## src/pkg/etp_pkg.sv

```systemverilog
// Constants, types and register map of the event timer
// How it works
// - Single-shot: output low while counter stopped
// - Accepted event clears counter, output high
// - At compare stop; hold one tick, ignore events
// - Synchronous output rises two cycles after event
// - Single-shot starts counting at enable, no event
// - Asynchronous output rises at once; count later
// - PWM counts zero to low byte, clears at high
// - PWM period low+1, high cycles equal high byte, none if low byte is zero
// - Immediate-select bit picks synchronous or immediate output
// - Single-shot output high on start, low on stop
// - Other modes drive initial output level
// - Filter passes level when four samples agree
// - Filter runs on undivided clock, four cycles
// - Companion clock select uses companion tick
// - Restart counter when companion timer restarts
// - Each flag set emits one-cycle event strobe
// - One event input, action per edge select
// - Immediate mode detects edges without waiting
// - Interrupt request while flag and enable set
// - Halt in deep sleep; standby needs bit
// - Read-only running status bit
// - Three-bit mode field, 6 single, 7 PWM
// - Clock select 0 direct, 1 half, 2 companion
package etp_pkg;

    localparam int ADDR_W = 6;
    localparam int DATA_W = 32;

    // Register indexes; byte address is four times the index
    localparam logic [3:0] IDX_CTRL_MAIN = 4'h0;
    localparam logic [3:0] IDX_CTRL_MODE = 4'h1;
    localparam logic [3:0] IDX_EV_CTRL   = 4'h4;
    localparam logic [3:0] IDX_INT_EN    = 4'h5;
    localparam logic [3:0] IDX_INT_FLAG  = 4'h6;
    localparam logic [3:0] IDX_STATUS    = 4'h7;
    localparam logic [3:0] IDX_DEBUG     = 4'h8;
    localparam logic [3:0] IDX_LATCH     = 4'h9;
    localparam logic [3:0] IDX_COUNTER   = 4'ha;
    localparam logic [3:0] IDX_COMPARE   = 4'hc;

    // Field positions
    localparam int CM_ENABLE   = 0;
    localparam int CM_CLOCK_SOURCE_SELECT   = 1;
    localparam int CM_RESTART  = 4;
    localparam int CM_STANDBY  = 6;
    localparam int MO_MODE     = 0;
    localparam int MO_OUT_EN   = 4;
    localparam int MO_INIT     = 5;
    localparam int MO_IMMED    = 6;
    localparam int EV_IN_EN    = 0;
    localparam int EV_EDGE     = 4;
    localparam int EV_FILTER   = 6;
    localparam int FLAG_BIT    = 0;
    localparam int RUN_BIT     = 0;
    localparam int HALT_BIT    = 0;

    // Implemented bits of each control byte
    localparam logic [7:0] MASK_CTRL_MAIN = 8'h57;
    localparam logic [7:0] MASK_CTRL_MODE = 8'h77;
    localparam logic [7:0] MASK_EV_CTRL   = 8'h51;
    localparam logic [7:0] MASK_ONE_BIT   = 8'h01;

    // Reset values
    localparam logic [7:0]  RST_BYTE = 8'h00;
    localparam logic [15:0] RST_WORD = 16'h0000;

    // Timing counts in system clock cycles
    localparam int START_DELAY  = 2;
    localparam int FILTER_DEPTH = 4;

    typedef enum logic [2:0] {
        MODE_PERIODIC = 3'b000,
        MODE_TIMEOUT  = 3'b001,
        MODE_CAP_EVT  = 3'b010,
        MODE_CAP_FREQ = 3'b011,
        MODE_CAP_PW   = 3'b100,
        MODE_CAP_FPW  = 3'b101,
        MODE_SINGLE   = 3'b110,
        MODE_PWM      = 3'b111
    } etp_mode_type;

    typedef enum logic [1:0] {
        CLK_PERIPH    = 2'b00,
        CLK_HALF      = 2'b01,
        CLK_COMPANION = 2'b10,
        CLK_RESERVED  = 2'b11
    } etp_clock_source_select_type;

    typedef enum logic [1:0] {
        SS_IDLE  = 2'b00,
        SS_DELAY = 2'b01,
        SS_RUN   = 2'b10,
        SS_HOLD  = 2'b11
    } etp_shot_type;

    typedef struct packed {
        logic              read;
        logic              write;
        logic [ADDR_W-1:0] address;
        logic [3:0]        byteenable;
        logic [DATA_W-1:0] writedata;
    } etp_avs_req_type;

endpackage

```

## src/hdl/etp_event_timer.sv

```systemverilog
// Event timer with single-shot, PWM and periodic counting
//
// Added by the designer: the Avalon-MM register port.
`timescale 1ns/10ps
module etp_event_timer (
    input  wire logic                     REF_CLK,
    input  wire logic                     RESET_N,
    input  wire etp_pkg::etp_avs_req_type AVS_REQ,
    output logic [etp_pkg::DATA_W-1:0]    AVS_READDATA,
    output logic                          AVS_WAITREQUEST,
    input  wire logic                     EVENT_IN,
    input  wire logic                     COMPANION_TICK,
    input  wire logic                     COMPANION_RESTART,
    input  wire logic                     SLEEP_STANDBY,
    input  wire logic                     SLEEP_DEEP,
    input  wire logic                     DEBUG_HALT,
    output logic                          WAVEFORM_PIN,
    output logic                          EVENT_OUT,
    output logic                          IRQ
);
    import etp_pkg::*;

    // ------------------------------------------------------------
    // Register bus
    // ------------------------------------------------------------
    logic [7:0]        main_r;
    logic [7:0]        mode_r;
    logic [7:0]        evc_r;
    logic              ie_r;
    logic              flag_r;
    logic              halt_ovr_r;
    logic [7:0]        latch_r;
    logic [15:0]       cnt_r;
    logic [15:0]       cmp_r;
    logic              ack_r;
    logic [DATA_W-1:0] rdata_r;

    wire        req_act  = AVS_REQ.read | AVS_REQ.write;
    wire [3:0]  idx      = AVS_REQ.address[ADDR_W-1:2];
    wire [3:0]  be       = AVS_REQ.byteenable;
    wire [15:0] wd       = AVS_REQ.writedata[15:0];
    wire        wr_do    = AVS_REQ.write & ack_r;
    wire        rd_load  = AVS_REQ.read & ~ack_r;
    wire        wr_lane0 = wr_do & be[0];

    assign AVS_WAITREQUEST = req_act & ~ack_r;
    assign AVS_READDATA    = rdata_r;

    // Split accesses to the 16-bit words pair through the latch
    wire lo_only = be[0] & ~be[1];
    wire hi_only = be[1] & ~be[0];
    wire both_hl = be[0] & be[1];

    function automatic logic [15:0] word_wr(input logic [15:0] data,
                                            input logic [7:0]  lat);
        word_wr = both_hl ? data : {data[15:8], lat};
    endfunction

    wire cnt_wr   = wr_do & (idx == IDX_COUNTER) & (both_hl | hi_only);
    wire cmp_wr   = wr_do & (idx == IDX_COMPARE) & (both_hl | hi_only);
    wire word_sel = (idx == IDX_COUNTER) | (idx == IDX_COMPARE);
    wire [15:0] word_rd = (idx == IDX_COUNTER) ? cnt_r : cmp_r;

    // ------------------------------------------------------------
    // Decoded controls
    // ------------------------------------------------------------
    etp_mode_type   mode;
    etp_clock_source_select_type clock_source_select;
    etp_shot_type   state_r;
    etp_shot_type   state_nxt;

    assign mode   = etp_mode_type'(mode_r[MO_MODE +: 3]);
    assign clock_source_select = etp_clock_source_select_type'(main_r[CM_CLOCK_SOURCE_SELECT +: 2]);

    wire enable     = main_r[CM_ENABLE];
    wire restart_en = main_r[CM_RESTART];
    wire standby_op = main_r[CM_STANDBY];
    wire out_en     = mode_r[MO_OUT_EN];
    wire init_lvl   = mode_r[MO_INIT];
    wire immed_sel  = mode_r[MO_IMMED];
    wire ev_in_en   = evc_r[EV_IN_EN];
    wire edge_sel   = evc_r[EV_EDGE];
    wire filter_en  = evc_r[EV_FILTER];
    wire is_single  = (mode == MODE_SINGLE);
    wire is_pwm     = (mode == MODE_PWM);

    // Sleep and debug halt freeze the count and event actions
    wire halted = SLEEP_DEEP | (SLEEP_STANDBY & ~standby_op)
                | (DEBUG_HALT & ~halt_ovr_r);
    wire active = enable & ~halted;

    // ------------------------------------------------------------
    // Prescaler
    // ------------------------------------------------------------
    logic div_r;
    logic base_tick;

    always_comb begin
        case (clock_source_select)
            CLK_PERIPH:    base_tick = 1'b1;
            CLK_HALF:      base_tick = div_r;
            CLK_COMPANION: base_tick = COMPANION_TICK;
            default:       base_tick = 1'b0;
        endcase
    end

    wire tick = active & base_tick;

    // ------------------------------------------------------------
    // Event input filter and edge detector
    // ------------------------------------------------------------
    logic [FILTER_DEPTH-1:0] samp_r;
    logic                    filt_r;
    logic                    prev_lvl_r;

    // Samples on every system clock, not on the prescaled tick
    wire samp_hi = &samp_r;
    wire samp_lo = ~|samp_r;
    wire filt_lvl = samp_hi | (filt_r & ~samp_lo);
    wire lvl     = filter_en ? filt_lvl : EVENT_IN;
    wire rise    = lvl & ~prev_lvl_r;
    wire fall    = ~lvl & prev_lvl_r;
    wire trig    = edge_sel ? (rise | fall) : rise;

    // Only idle single-shot takes an event; hold and run ignore it
    wire hit = active & ev_in_en & is_single & trig
             & (state_r == SS_IDLE);

    // ------------------------------------------------------------
    // Counter and single-shot sequencer
    // ------------------------------------------------------------
    logic        en_prev_r;
    logic [15:0] cnt_nxt;
    logic        set_flag;

    wire enable_rise = enable & ~en_prev_r;
    wire [7:0] cmp_lo = cmp_r[7:0];
    wire [7:0] cmp_hi = cmp_r[15:8];

    always_comb begin
        cnt_nxt   = cnt_r;
        state_nxt = state_r;
        set_flag  = 1'b0;
        case (mode)
            MODE_SINGLE: begin
                case (state_r)
                    SS_IDLE: begin
                        if (hit) begin
                            state_nxt = SS_DELAY;
                            cnt_nxt   = RST_WORD;
                        end
                    end
                    SS_DELAY: begin
                        state_nxt = SS_RUN;
                    end
                    SS_RUN: begin
                        if (tick) begin
                            if (cnt_r == cmp_r) begin
                                state_nxt = SS_HOLD;
                                set_flag  = 1'b1;
                            end else begin
                                cnt_nxt = cnt_r + 16'h0001;
                            end
                        end
                    end
                    SS_HOLD: begin
                        if (tick) begin
                            state_nxt = SS_IDLE;
                        end
                    end
                    default: state_nxt = SS_IDLE;
                endcase
            end
            MODE_PWM: begin
                if (tick) begin
                    if (cnt_r[7:0] == cmp_lo) begin
                        cnt_nxt  = RST_WORD;
                        set_flag = 1'b1;
                    end else begin
                        cnt_nxt = {8'h00, cnt_r[7:0] + 8'h01};
                    end
                end
            end
            default: begin
                if (tick) begin
                    if (cnt_r == cmp_r) begin
                        cnt_nxt  = RST_WORD;
                        set_flag = 1'b1;
                    end else begin
                        cnt_nxt = cnt_r + 16'h0001;
                    end
                end
            end
        endcase
        // Start without event; writing the top value first stops it at once
        if (is_single & enable_rise & ~halted) begin
            state_nxt = SS_RUN;
        end
        if (!enable) begin
            state_nxt = SS_IDLE;
        end
        if (active & restart_en & COMPANION_RESTART) begin
            cnt_nxt = RST_WORD;
        end
    end

    wire running = is_single ? (state_r == SS_RUN) : active;

    // ------------------------------------------------------------
    // Waveform output
    // ------------------------------------------------------------
    logic pin_r;
    logic pin_nxt;

    // High for cmp_hi counts of 0..cmp_lo; cmp_hi = cmp_lo + 1 stays high; cmp_lo = 0 stays low
    wire pwm_high = (cnt_nxt[7:0] < cmp_hi) & (cmp_lo != 8'h00);

    always_comb begin
        if (!out_en) begin
            pin_nxt = 1'b0;
        end else if (is_single) begin
            pin_nxt = (state_nxt == SS_RUN)
                    | (immed_sel & (state_nxt == SS_DELAY));
        end else if (is_pwm) begin
            pin_nxt = enable & pwm_high;
        end else begin
            pin_nxt = init_lvl;
        end
    end

    // With the filter off the immediate path is combinational from the event input, so a glitch
    // on the event line reaches the pin; that is the price of zero latency
    wire immed_now = out_en & immed_sel & hit;
    assign WAVEFORM_PIN = pin_r | immed_now;

    assign IRQ = flag_r & ie_r;

    // ------------------------------------------------------------
    // Read multiplexer
    // ------------------------------------------------------------
    logic [7:0] rd_byte;

    always_comb begin
        case (idx)
            IDX_CTRL_MAIN: rd_byte = main_r & MASK_CTRL_MAIN;
            IDX_CTRL_MODE: rd_byte = mode_r & MASK_CTRL_MODE;
            IDX_EV_CTRL:   rd_byte = evc_r & MASK_EV_CTRL;
            IDX_INT_EN:    rd_byte = {7'h00, ie_r};
            IDX_INT_FLAG:  rd_byte = {7'h00, flag_r};
            IDX_STATUS:    rd_byte = {7'h00, running};
            IDX_DEBUG:     rd_byte = {7'h00, halt_ovr_r};
            IDX_LATCH:     rd_byte = latch_r;
            default:       rd_byte = 8'h00;
        endcase
    end

    wire [DATA_W-1:0] rd_word = word_sel ? {16'h0000, word_rd} : {24'h000000, rd_byte};

    // ------------------------------------------------------------
    // Registers
    // ------------------------------------------------------------
    always_ff @(posedge REF_CLK or negedge RESET_N) begin
        if (!RESET_N) begin
            ack_r   <= 1'b0;
            rdata_r <= '0;
        end else begin
            ack_r <= req_act & ~ack_r;
            if (rd_load) begin
                rdata_r <= rd_word;
            end
        end
    end

    always_ff @(posedge REF_CLK or negedge RESET_N) begin
        if (!RESET_N) begin
            main_r     <= RST_BYTE;
            mode_r     <= RST_BYTE;
            evc_r      <= RST_BYTE;
            ie_r       <= 1'b0;
            halt_ovr_r <= 1'b0;
        end else if (wr_lane0) begin
            if (idx == IDX_CTRL_MAIN) main_r <= wd[7:0] & MASK_CTRL_MAIN;
            if (idx == IDX_CTRL_MODE) mode_r <= wd[7:0] & MASK_CTRL_MODE;
            if (idx == IDX_EV_CTRL)   evc_r  <= wd[7:0] & MASK_EV_CTRL;
            if (idx == IDX_INT_EN)    ie_r   <= wd[FLAG_BIT];
            if (idx == IDX_DEBUG)     halt_ovr_r <= wd[HALT_BIT];
        end
    end

    // Low byte read parks the high byte; low byte write parks data
    wire latch_ld_rd = rd_load & word_sel & lo_only;
    wire latch_ld_wr = wr_do & word_sel & lo_only;
    wire latch_wr    = wr_lane0 & (idx == IDX_LATCH);

    always_ff @(posedge REF_CLK or negedge RESET_N) begin
        if (!RESET_N) begin
            latch_r <= RST_BYTE;
        end else if (latch_ld_rd) begin
            latch_r <= word_rd[15:8];
        end else if (latch_ld_wr | latch_wr) begin
            latch_r <= wd[7:0];
        end
    end

    // Hardware setting the flag wins over a clear in the same cycle
    wire flag_clr = wr_lane0 & (idx == IDX_INT_FLAG) & wd[FLAG_BIT];

    always_ff @(posedge REF_CLK or negedge RESET_N) begin
        if (!RESET_N) begin
            flag_r    <= 1'b0;
            EVENT_OUT <= 1'b0;
        end else begin
            flag_r    <= set_flag | (flag_r & ~flag_clr);
            EVENT_OUT <= set_flag;
        end
    end

    always_ff @(posedge REF_CLK or negedge RESET_N) begin
        if (!RESET_N) begin
            cnt_r <= RST_WORD;
            cmp_r <= RST_WORD;
        end else begin
            cnt_r <= cnt_wr ? word_wr(wd, latch_r) : cnt_nxt;
            if (cmp_wr) cmp_r <= word_wr(wd, latch_r);
        end
    end

    always_ff @(posedge REF_CLK or negedge RESET_N) begin
        if (!RESET_N) begin
            state_r   <= SS_IDLE;
            en_prev_r <= 1'b0;
            div_r     <= 1'b0;
            pin_r     <= 1'b0;
        end else begin
            state_r   <= state_nxt;
            en_prev_r <= enable;
            div_r     <= ~div_r;
            pin_r     <= pin_nxt;
        end
    end

    always_ff @(posedge REF_CLK or negedge RESET_N) begin
        if (!RESET_N) begin
            samp_r     <= '0;
            filt_r     <= 1'b0;
            prev_lvl_r <= 1'b0;
        end else begin
            samp_r     <= {samp_r[FILTER_DEPTH-2:0], EVENT_IN};
            prev_lvl_r <= lvl;
            filt_r     <= filt_lvl;
        end
    end

    wire sync_shot = is_single & out_en & ~immed_sel;
endmodule

```

## config.mk

```make
export PLATFORM = sky130hd
export DESIGN_NAME = etp_event_timer
export DESIGN_NICKNAME = d
export VERILOG_FILES = /design/src/pkg/etp_pkg.sv /design/src/hdl/etp_event_timer.sv
export SDC_FILE = /design/constraint.sdc
export NUM_CORES = 1
export LEC_CHECK = 0
export ABC_AREA = 1
export BUFFER_PORTS_ARGS = -buffer_cell sky130_fd_sc_hd__buf_2
export CORE_MARGIN = 1
export CORE_UTILIZATION = 55
export CTS_CLUSTER_SIZE = 24
export DETAILED_ROUTE_END_ITERATION = 10
export GPL_TIMING_DRIVEN = 0
export PLACE_DENSITY = 0.79
export SYNTH_ARGS = -nofsm -noshare
export SYNTH_HDL_FRONTEND = slang
export SYNTH_SLANG_ARGS = --single-unit
export TNS_END_PERCENT = 50
```

## constraint.sdc

```tcl
create_clock -name REF_CLK -period 4.45 [get_ports REF_CLK]
set_clock_uncertainty 0.2 [all_clocks]
set_input_delay 0.89 -clock REF_CLK [delete_from_list [all_inputs] [get_ports REF_CLK]]
set_output_delay 0.89 -clock REF_CLK [all_outputs]
set_load 0.01 [all_outputs]
```

==> out/metrics.cfg, run 1 <==
[setup_path]
required_ns = 4.55
cpPeakStageDelay_ns = 0.41
cp.arrival_ns = 4.00
worstSetupPathType = reg2reg
cp-end-kind = register
cp.buffers_inverters = 2
critPathMaxFanout = 4
crit_slowest_cell = dfrtp_1
crit_top_cell = nand2_1
startpoint_type = register
r2r_slack_ns = 0.55
crit_chain = o41ai_2 -> a31oi_1 -> ha_1 -> nand2_1 -> nand2_1 -> nor2_1 -> nand3_1 -> nand2_1 -> nand2_1 -> nand2_1 -> o21ai_2 -> inv_2 -> o221ai_1 -> nand3_1 -> inv_1 -> ha_1 -> a211oi_1 -> nand3_1 -> a311oi_1 -> nand2_1 -> a21oi_1
path_delay_family = compound AO/OA/AOI/OAI gates

[logic_synthesis]
synth_edf_count = 0
synth_compound_area_share_pct = 19.0
synth-seq-area-share_pct = 40.3
synth_area_um2 = 5330
synthMuxAreaShare_pct = 0.399
synth_xor_area_share_pct = 2.46
synth_common_cells = nand2_1, dfrtp_1, inv_1
synth_top_area_cell = dfrtp_1
ys_warn_count = 0
synthSimpleGateAreaFrac_pct = 25.3
netlist_instances = 711
ys_seq_elements = 86
async_flop_share_pct = 100
synth.most_common_cell = nand2_1
post_synth_fa_ha_maj_area_fraction_pct = 2.35
synth_ff_type = dfrtp_1
synth_area_leaders = dfrtp_1, nand2_1, o21ai_0, inv_1, nor2_1
ys_types = 51
synth_top_family_by_area = simple AND/OR/NAND/NOR gates
postSynthAreaPerCell_um2 = 7.50
synth_top_area_share_pct = 40.3

[routing]
num_vias = 5172
drtAntennaViolNets = 0
drt_iter0_markers = 294
wl_um = 14800
dr.pass1.iters = 5
route.detailed.drc = 0
avgViaCountPerCell = 5.60
wl_per_cell_um = 16.0

[global_routing]
grt_pass1_vias = 4912
grt_pass1_wl_um = 24200
overflow = 0
grt_max_degree = 73
grt_usage_pct = 31.5
antenna_found_initial = 0

[floorplan]
coreArea_um2 = 9330
fp-row-count = 35
dieArea_um2 = 10100
die_h_um = 100
initial_utilization_pct = 57.2
io_pins = 88
die_x_um = 100

[sta]
finalSetupViolCount = 0
finalCritPeriodShare_pct = 87.6
holdWs_ns = 0.173
hold_viol_final = 0
period_minus_slack_ns = 3.90
max_freq_mhz = 257
setup_tns_ns = 0
slew_viol_final = 0
setup_slack_ns = 0.552
rsz0062_at_grt = false
slew_headroom_pct = 56.7
worst_pin_slew_ns = 0.647

[clock_tree]
cts_setup_buffers = 0
clkTransAtPathRegs_ns = 0.08
cts-root-buf = clkbuf_8
hold_buffers = 0
htreeDepth = 3
clk_latency_ns = 0.37
cts_tree = yes
cts_made_buffers = 9
cts.sinks = 86
clock_path_buffers = 2

[pwr]
max-vdd-ir-drop_mv = 0.188
switching_power_w = 0.000892
p_per_area_nw_per_um2 = 386
internal_power_w = 0.00144
switching_share_pct = 38.3
p_leak_nw = 2.94
seqPwrFrac_pct = 45.3
p_comb_share_pct = 31.2
clockPowerShare_pct = 23.5

[placed_design]
place_inst = 907
place_congestion = 0.938
dp_worst_setup_slack_ns = 0.333
dpl.hpwl_um = 11700
port_buffers = 51

[cells_and_area]
layout.nets = 851
stdcell_count = 923
drive_above_1_share_pct = 17.4
diodes = 0
synthToLayoutAreaGrowth_pct = 13.2

[min_path]
hold_path_class = in2async

[run_status]
status = finished, final reports clean

[flow_run]
drv_cap = 0

## cells by family (layout without fill, tap and decap cells)
kind of cell    after synthesis  count (layout)
xor+xnor                     15              15
flops                        86              86
compound gates              170             170
mux                           2               2
fa+ha+maj                    10              10
other cells                   1              16
simple gates                307             307
buf+inv                     120             188
## sequential cells by signal, summed over array words and instances (netlist names)
register	flops
AVS_READDATA	16
EVENT_OUT	1
ack_r	1
cmp_r	16
cnt_r	16
div_r	1
en_prev_r	1
evc_r	3
filt_r	1
flag_r	1
halt_ovr_r	1
ie_r	1
latch_r	8
main_r	5
mode_r	6
pin_r	1
prev_lvl_r	1
samp_r	4
state_r	2
## cell usage in the layout, fill, tap and decap left out, types with 12 or more instances in the layout
cell      instances
dfrtp_1          86
nand2_1         193
nand3_1          27
o21ai_0          76
buf_2            52
conb_1           16
nor2_1           44
buf_4            18
clkbuf_8         12
a21oi_1          31
o21ai_1          13
inv_1            78
## path summary, 6_finish.rpt
check | startpoint | end | cells past startpoint
setup / recovery | samp_r[1] | pin_r | 21
setup reg to reg | samp_r[1] | pin_r | 21
max in group asynchronous | RESET_N | cnt_r[8] | 2
min in group REF_CLK | main_r[0] | en_prev_r | 0
hold / removal | RESET_N | samp_r[3] | 1
hold reg to reg | main_r[0] | en_prev_r | 0
## per-layer routing
metal | up-vias | part of all wire, % | GRT usage (%) | wire length, µm
met5 | - | 0 | 0 | 0
met4 | 0 | 3.9 | 14.2 | 578
met3 | 40 | 5.5 | 6.24 | 814
met2 | 212 | 47 | 51.4 | 6900
met1 | 2443 | 44 | 40.8 | 6500
li1 | 2477 | - | - | -
## worst register-to-register path: stages, from the launching register on
cell	delay, ns
dfrtp_1	0.41
o41ai_2	0.38
a31oi_1	0.17
ha_1	0.31
nand2_1	0.06
nand2_1	0.05
nor2_1	0.14
nand3_1	0.12
nand2_1	0.14
nand2_1	0.08
nand2_1	0.09
o21ai_2	0.11
inv_2	0.07
o221ai_1	0.09
nand3_1	0.15
inv_1	0.06
ha_1	0.29
a211oi_1	0.21
nand3_1	0.11
a311oi_1	0.30
nand2_1	0.15
a21oi_1	0.14
## power by group through the flow
stage	Sequential [W]	Clock, W	Combinational, W
CTS	0.00105	0.000554	0.000722
floorplan	0.00103	0	0.000500
global placement	0.00106	0	0.000689
finish	0.00105	0.000547	0.000728
global route	0.00107	0.000584	0.000821
detailed placement	0.00106	0	0.000717
## stage by stage
stage	power, W	utilization (%)	area (µm²)
after global routing	0.00247	64.7	6040
after detailed placement	0.00178	62.6	5840
final	0.00233	64.7	6040
after CTS	0.00233	64.7	6030
after global placement	0.00175	62.3	5810
after floorplan	0.00153	-	5390
## layout make-up
cell class | count | area, µm²
timing repair buffer | 52 | 285
fill | 835 | 3290
clock inverter | 3 | 25.0
clock buffer | 13 | 169
inverter | 91 | 347
tap | 129 | 161
buffer | 29 | 190
multi-input combinational | 520 | 2710
sequential | 86 | 2150
## what timing repair did
action / 4_1_cts / 5_1_grt
setup endpoints to repair: 0 / 1
endpoints found under the hold margin: 0 / 0
gates resized for setup: 0 / 1
Power figures use the tool's default switching activity.
==> inputs of run 2 (changes only) <==
--- a/config.mk
+++ b/config.mk
@@ -5,7 +5,6 @@
 export SDC_FILE = /design/constraint.sdc
 export NUM_CORES = 1
 export LEC_CHECK = 0
-export ABC_AREA = 1
 export BUFFER_PORTS_ARGS = -buffer_cell sky130_fd_sc_hd__buf_2
 export CORE_MARGIN = 1
 export CORE_UTILIZATION = 55
==> run 2 against run 1 <==
  * Worst setup slack worse by 0.38 ns
  * Combinational power about the same
  * Flip-flop and latch count unchanged
  * Sequential share of layout area down 1.1 points
  * Critical path type unchanged
  * Critical endpoint unchanged
  * Largest power group unchanged
==> out/metrics.cfg, run 2 <==
[setup_path]
critPathMaxFanout = 4  ; unchanged
worstSetupPathType = reg2reg
r2r_slack_ns = 0.17  ; -0.38 ns
cp-end-kind = register
cp.buffers_inverters = 0  ; -2
startpoint_type = register
required_ns = 4.55  ; about the same
cpPeakStageDelay_ns = 0.41  ; about the same
crit_chain = or3_4 -> a21oi_2 -> nor2_1 -> mux2_2 -> ha_1 -> nand2_2 -> o2111ai_4 -> o21a_1 -> a31oi_1 -> nor2_1 -> or3_1 -> and3_4 -> ha_1 -> a21oi_1 -> nor2b_1 -> o21ai_1 -> and4b_1 -> o21ai_1 -> a31oi_1 -> o211a_1
path_delay_family = simple AND/OR/NAND/NOR gates
cp.arrival_ns = 4.38  ; +0.38 ns
crit_slowest_cell = dfrtp_1

[logic_synthesis]
ys_warn_count = 0  ; unchanged
ys_types = 71  ; +39%
synth_top_area_cell = dfrtp_1
synth_ff_type = dfrtp_1
synth_area_um2 = 5490  ; +2.8%
ys_seq_elements = 86  ; unchanged
synth_top_area_share_pct = 39.2  ; -1.1 points
postSynthAreaPerCell_um2 = 8.99  ; +20%
synth-seq-area-share_pct = 39.2  ; -1.1 points
synth.most_common_cell = dfrtp_1
async_flop_share_pct = 100  ; unchanged
synth_edf_count = 0  ; unchanged
synth_area_leaders = dfrtp_1, o21ai_0, mux2_2, nand2_1, nor2_1
netlist_instances = 610  ; -14%
synth_common_cells = dfrtp_1, nand2_1, o21ai_0

[flow_run]
drv_cap = 0  ; unchanged

[routing]
wl_per_cell_um = 19.3  ; +20%
drtAntennaViolNets = 0  ; unchanged
route.detailed.drc = 0  ; unchanged
wl_um = 15900  ; +7.7%
drt_iter0_markers = 342  ; +16%
dr.pass1.iters = 7  ; +2
avgViaCountPerCell = 6.17  ; +10%
num_vias = 5103  ; -1.3%

[global_routing]
grt_pass1_vias = 4652  ; -5.3%
grt_usage_pct = 31.4  ; -0.096 points
overflow = 0  ; unchanged
antenna_found_initial = 0  ; unchanged
grt_pass1_wl_um = 24500  ; +1.2%
grt_max_degree = 62  ; -15%

[placed_design]
port_buffers = 50  ; -2.0%
dp_worst_setup_slack_ns = 0.0410  ; -0.292 ns
post_dp_cell_area_um2 = 5990  ; +2.6%
place_congestion = 0.945  ; +0.74%
dpl.hpwl_um = 12200  ; +4.3%

[cells_and_area]
layout.nets = 751  ; -12%
final_common_cell = dfrtp_1
drive_above_1_share_pct = 20.3  ; +2.9 points
synthToLayoutAreaGrowth_pct = 13.6
final_util_pct = 64.1  ; -0.67 points
fillCellCount = 850  ; +1.8%
diodes = 0  ; unchanged
layout_common_cells = dfrtp_1, nand2_1, o21ai_0
finalInstanceArea_um2 = 6230  ; +3.2%

[sta]
setup_slack_ns = 0.169  ; -0.383 ns
slew_viol_final = 0  ; unchanged
max_freq_mhz = 234  ; -8.9%
worst_pin_slew_ns = 0.828  ; +0.182 ns
period_minus_slack_ns = 4.28  ; +0.383 ns
setup_tns_ns = 0  ; unchanged
slew_headroom_pct = 44.3  ; -12 points
finalSetupViolCount = 0  ; unchanged
holdWs_ns = 0.224  ; +0.0514 ns
finalCritPeriodShare_pct = 96.2  ; +8.6 points
hold_viol_final = 0  ; unchanged

[clock_tree]
cts_tree = yes
clk_latency_ns = 0.36  ; about the same
clock_path_buffers = 2  ; unchanged
htreeDepth = 3  ; unchanged
cts.sinks = 86  ; unchanged
cts-root-buf = clkbuf_8
clkTransAtPathRegs_ns = 0.10  ; +0.02 ns
cts_made_buffers = 9  ; unchanged

[pwr]
p_leak_nw = 2.86  ; -3.0%
p_per_area_nw_per_um2 = 364  ; -5.6%
max-vdd-ir-drop_mv = 0.193  ; +2.6%

[floorplan]
io_pins = 88  ; unchanged
die_h_um = 102  ; +1.4%
dieArea_um2 = 10400  ; +2.8%
fp-row-count = 36  ; +2.9%
coreArea_um2 = 9730  ; +4.3%
die_x_um = 102  ; +1.4%
initial_utilization_pct = 56.4  ; -0.80 points

[min_path]
hold_path_class = reg2reg

[run_status]
status = finished, final reports clean

[run 2: where the power goes]
group	total [W]	switching, W	leakage, nW	internal (W)
logic	0.000729	0.000436	1.63	0.000293
registers	0.00102	0.000131	1.13	0.000887
clock network	0.000523	0.000299	0.0918	0.000225
[run 2: layer usage]
| layer | vias to the layer above | wire [µm] | global-route usage [%] | share of wire (%) |
|---|---|---|---|---|
| met5 | - | 0 | 0 | 0 |
| met4 | 0 | 404 | 11.1 | 2.5 |
| met3 | 34 | 1150 | 4.38 | 7.2 |
| met2 | 245 | 7570 | 50.1 | 48 |
| met1 | 2476 | 6800 | 44.0 | 43 |
| li1 | 2348 | - | - | - |
[run 2: final cells by class]
cell class / instances / area, µm² / area share (%)
multi-input cells: 475 / 3110 / 49.9
flip-flops and latches: 86 / 2150 / 34.5
repair buffers: 53 / 295 / 4.74
plain buffers: 48 / 268 / 4.30
well taps: 133 / 166 / 2.67
clock buffers: 11 / 141 / 2.27
inverters: 16 / 60.1 / 0.963
clock inverters: 5 / 41.3 / 0.662
[run 2: cell families (layout without fill, tap and decap cells)]
logic type | count (synthesis) | count (layout) | share of synthesized area, %
flip-flops | 86 | 86 | 39.2
other | 1 | 16 | 0.0684
AND/OR/NAND/NOR | 229 | 229 | 22.5
buffers and inverters | 64 | 133 | 5.98
XOR/XNOR | 17 | 17 | 2.99
AO/OA/AOI/OAI | 163 | 163 | 19.0
adder cells (fa/ha/maj) | 10 | 10 | 2.28
multiplexers | 40 | 40 | 7.92
[run 2: final timing paths]
| path | startpoint | end | depth (start not counted) |
|---|---|---|---|
| min in group asynchronous | RESET_N | cnt_r[2] | 1 |
| max reg2reg | samp_r[0] | pin_r | 20 |
| min | samp_r[1] | samp_r[2] | 0 |
| max | samp_r[0] | pin_r | 20 |
| min reg2reg | samp_r[1] | samp_r[2] | 0 |
| max in group asynchronous | RESET_N | latch_r[6] | 2 |
[run 2: per-stage QoR]
step,total power (W),std cells
2_1_floorplan,0.00148,625
5_1_grt,0.00240,827
6_report,0.00227,827
3_3_place_gp,0.00169,808
4_1_cts,0.00224,825
3_5_place_dp,0.00172,809
[run 2: timing repair]
action                                  in CTS  in global routing
endpoints found under the setup margin       0                  1
gates resized for setup                      0                 13
hold buffers                                 0                  0
buffers inserted                             0                  2
[run 2: worst reg2reg max path: stages, from the launching register on]
cell       delay [ns]
dfrtp_1          0.41
or3_4            0.39
a21oi_2          0.12
nor2_1           0.07
mux2_2           0.28
ha_1             0.30
nand2_2          0.08
o2111ai_4        0.17
o21a_1           0.26
a31oi_1          0.16
nor2_1           0.07
or3_1            0.38
and3_4           0.20
ha_1             0.17
a21oi_1          0.13
nor2b_1          0.06
o21ai_1          0.11
and4b_1          0.20
o21ai_1          0.09
a31oi_1          0.20
o211a_1          0.16
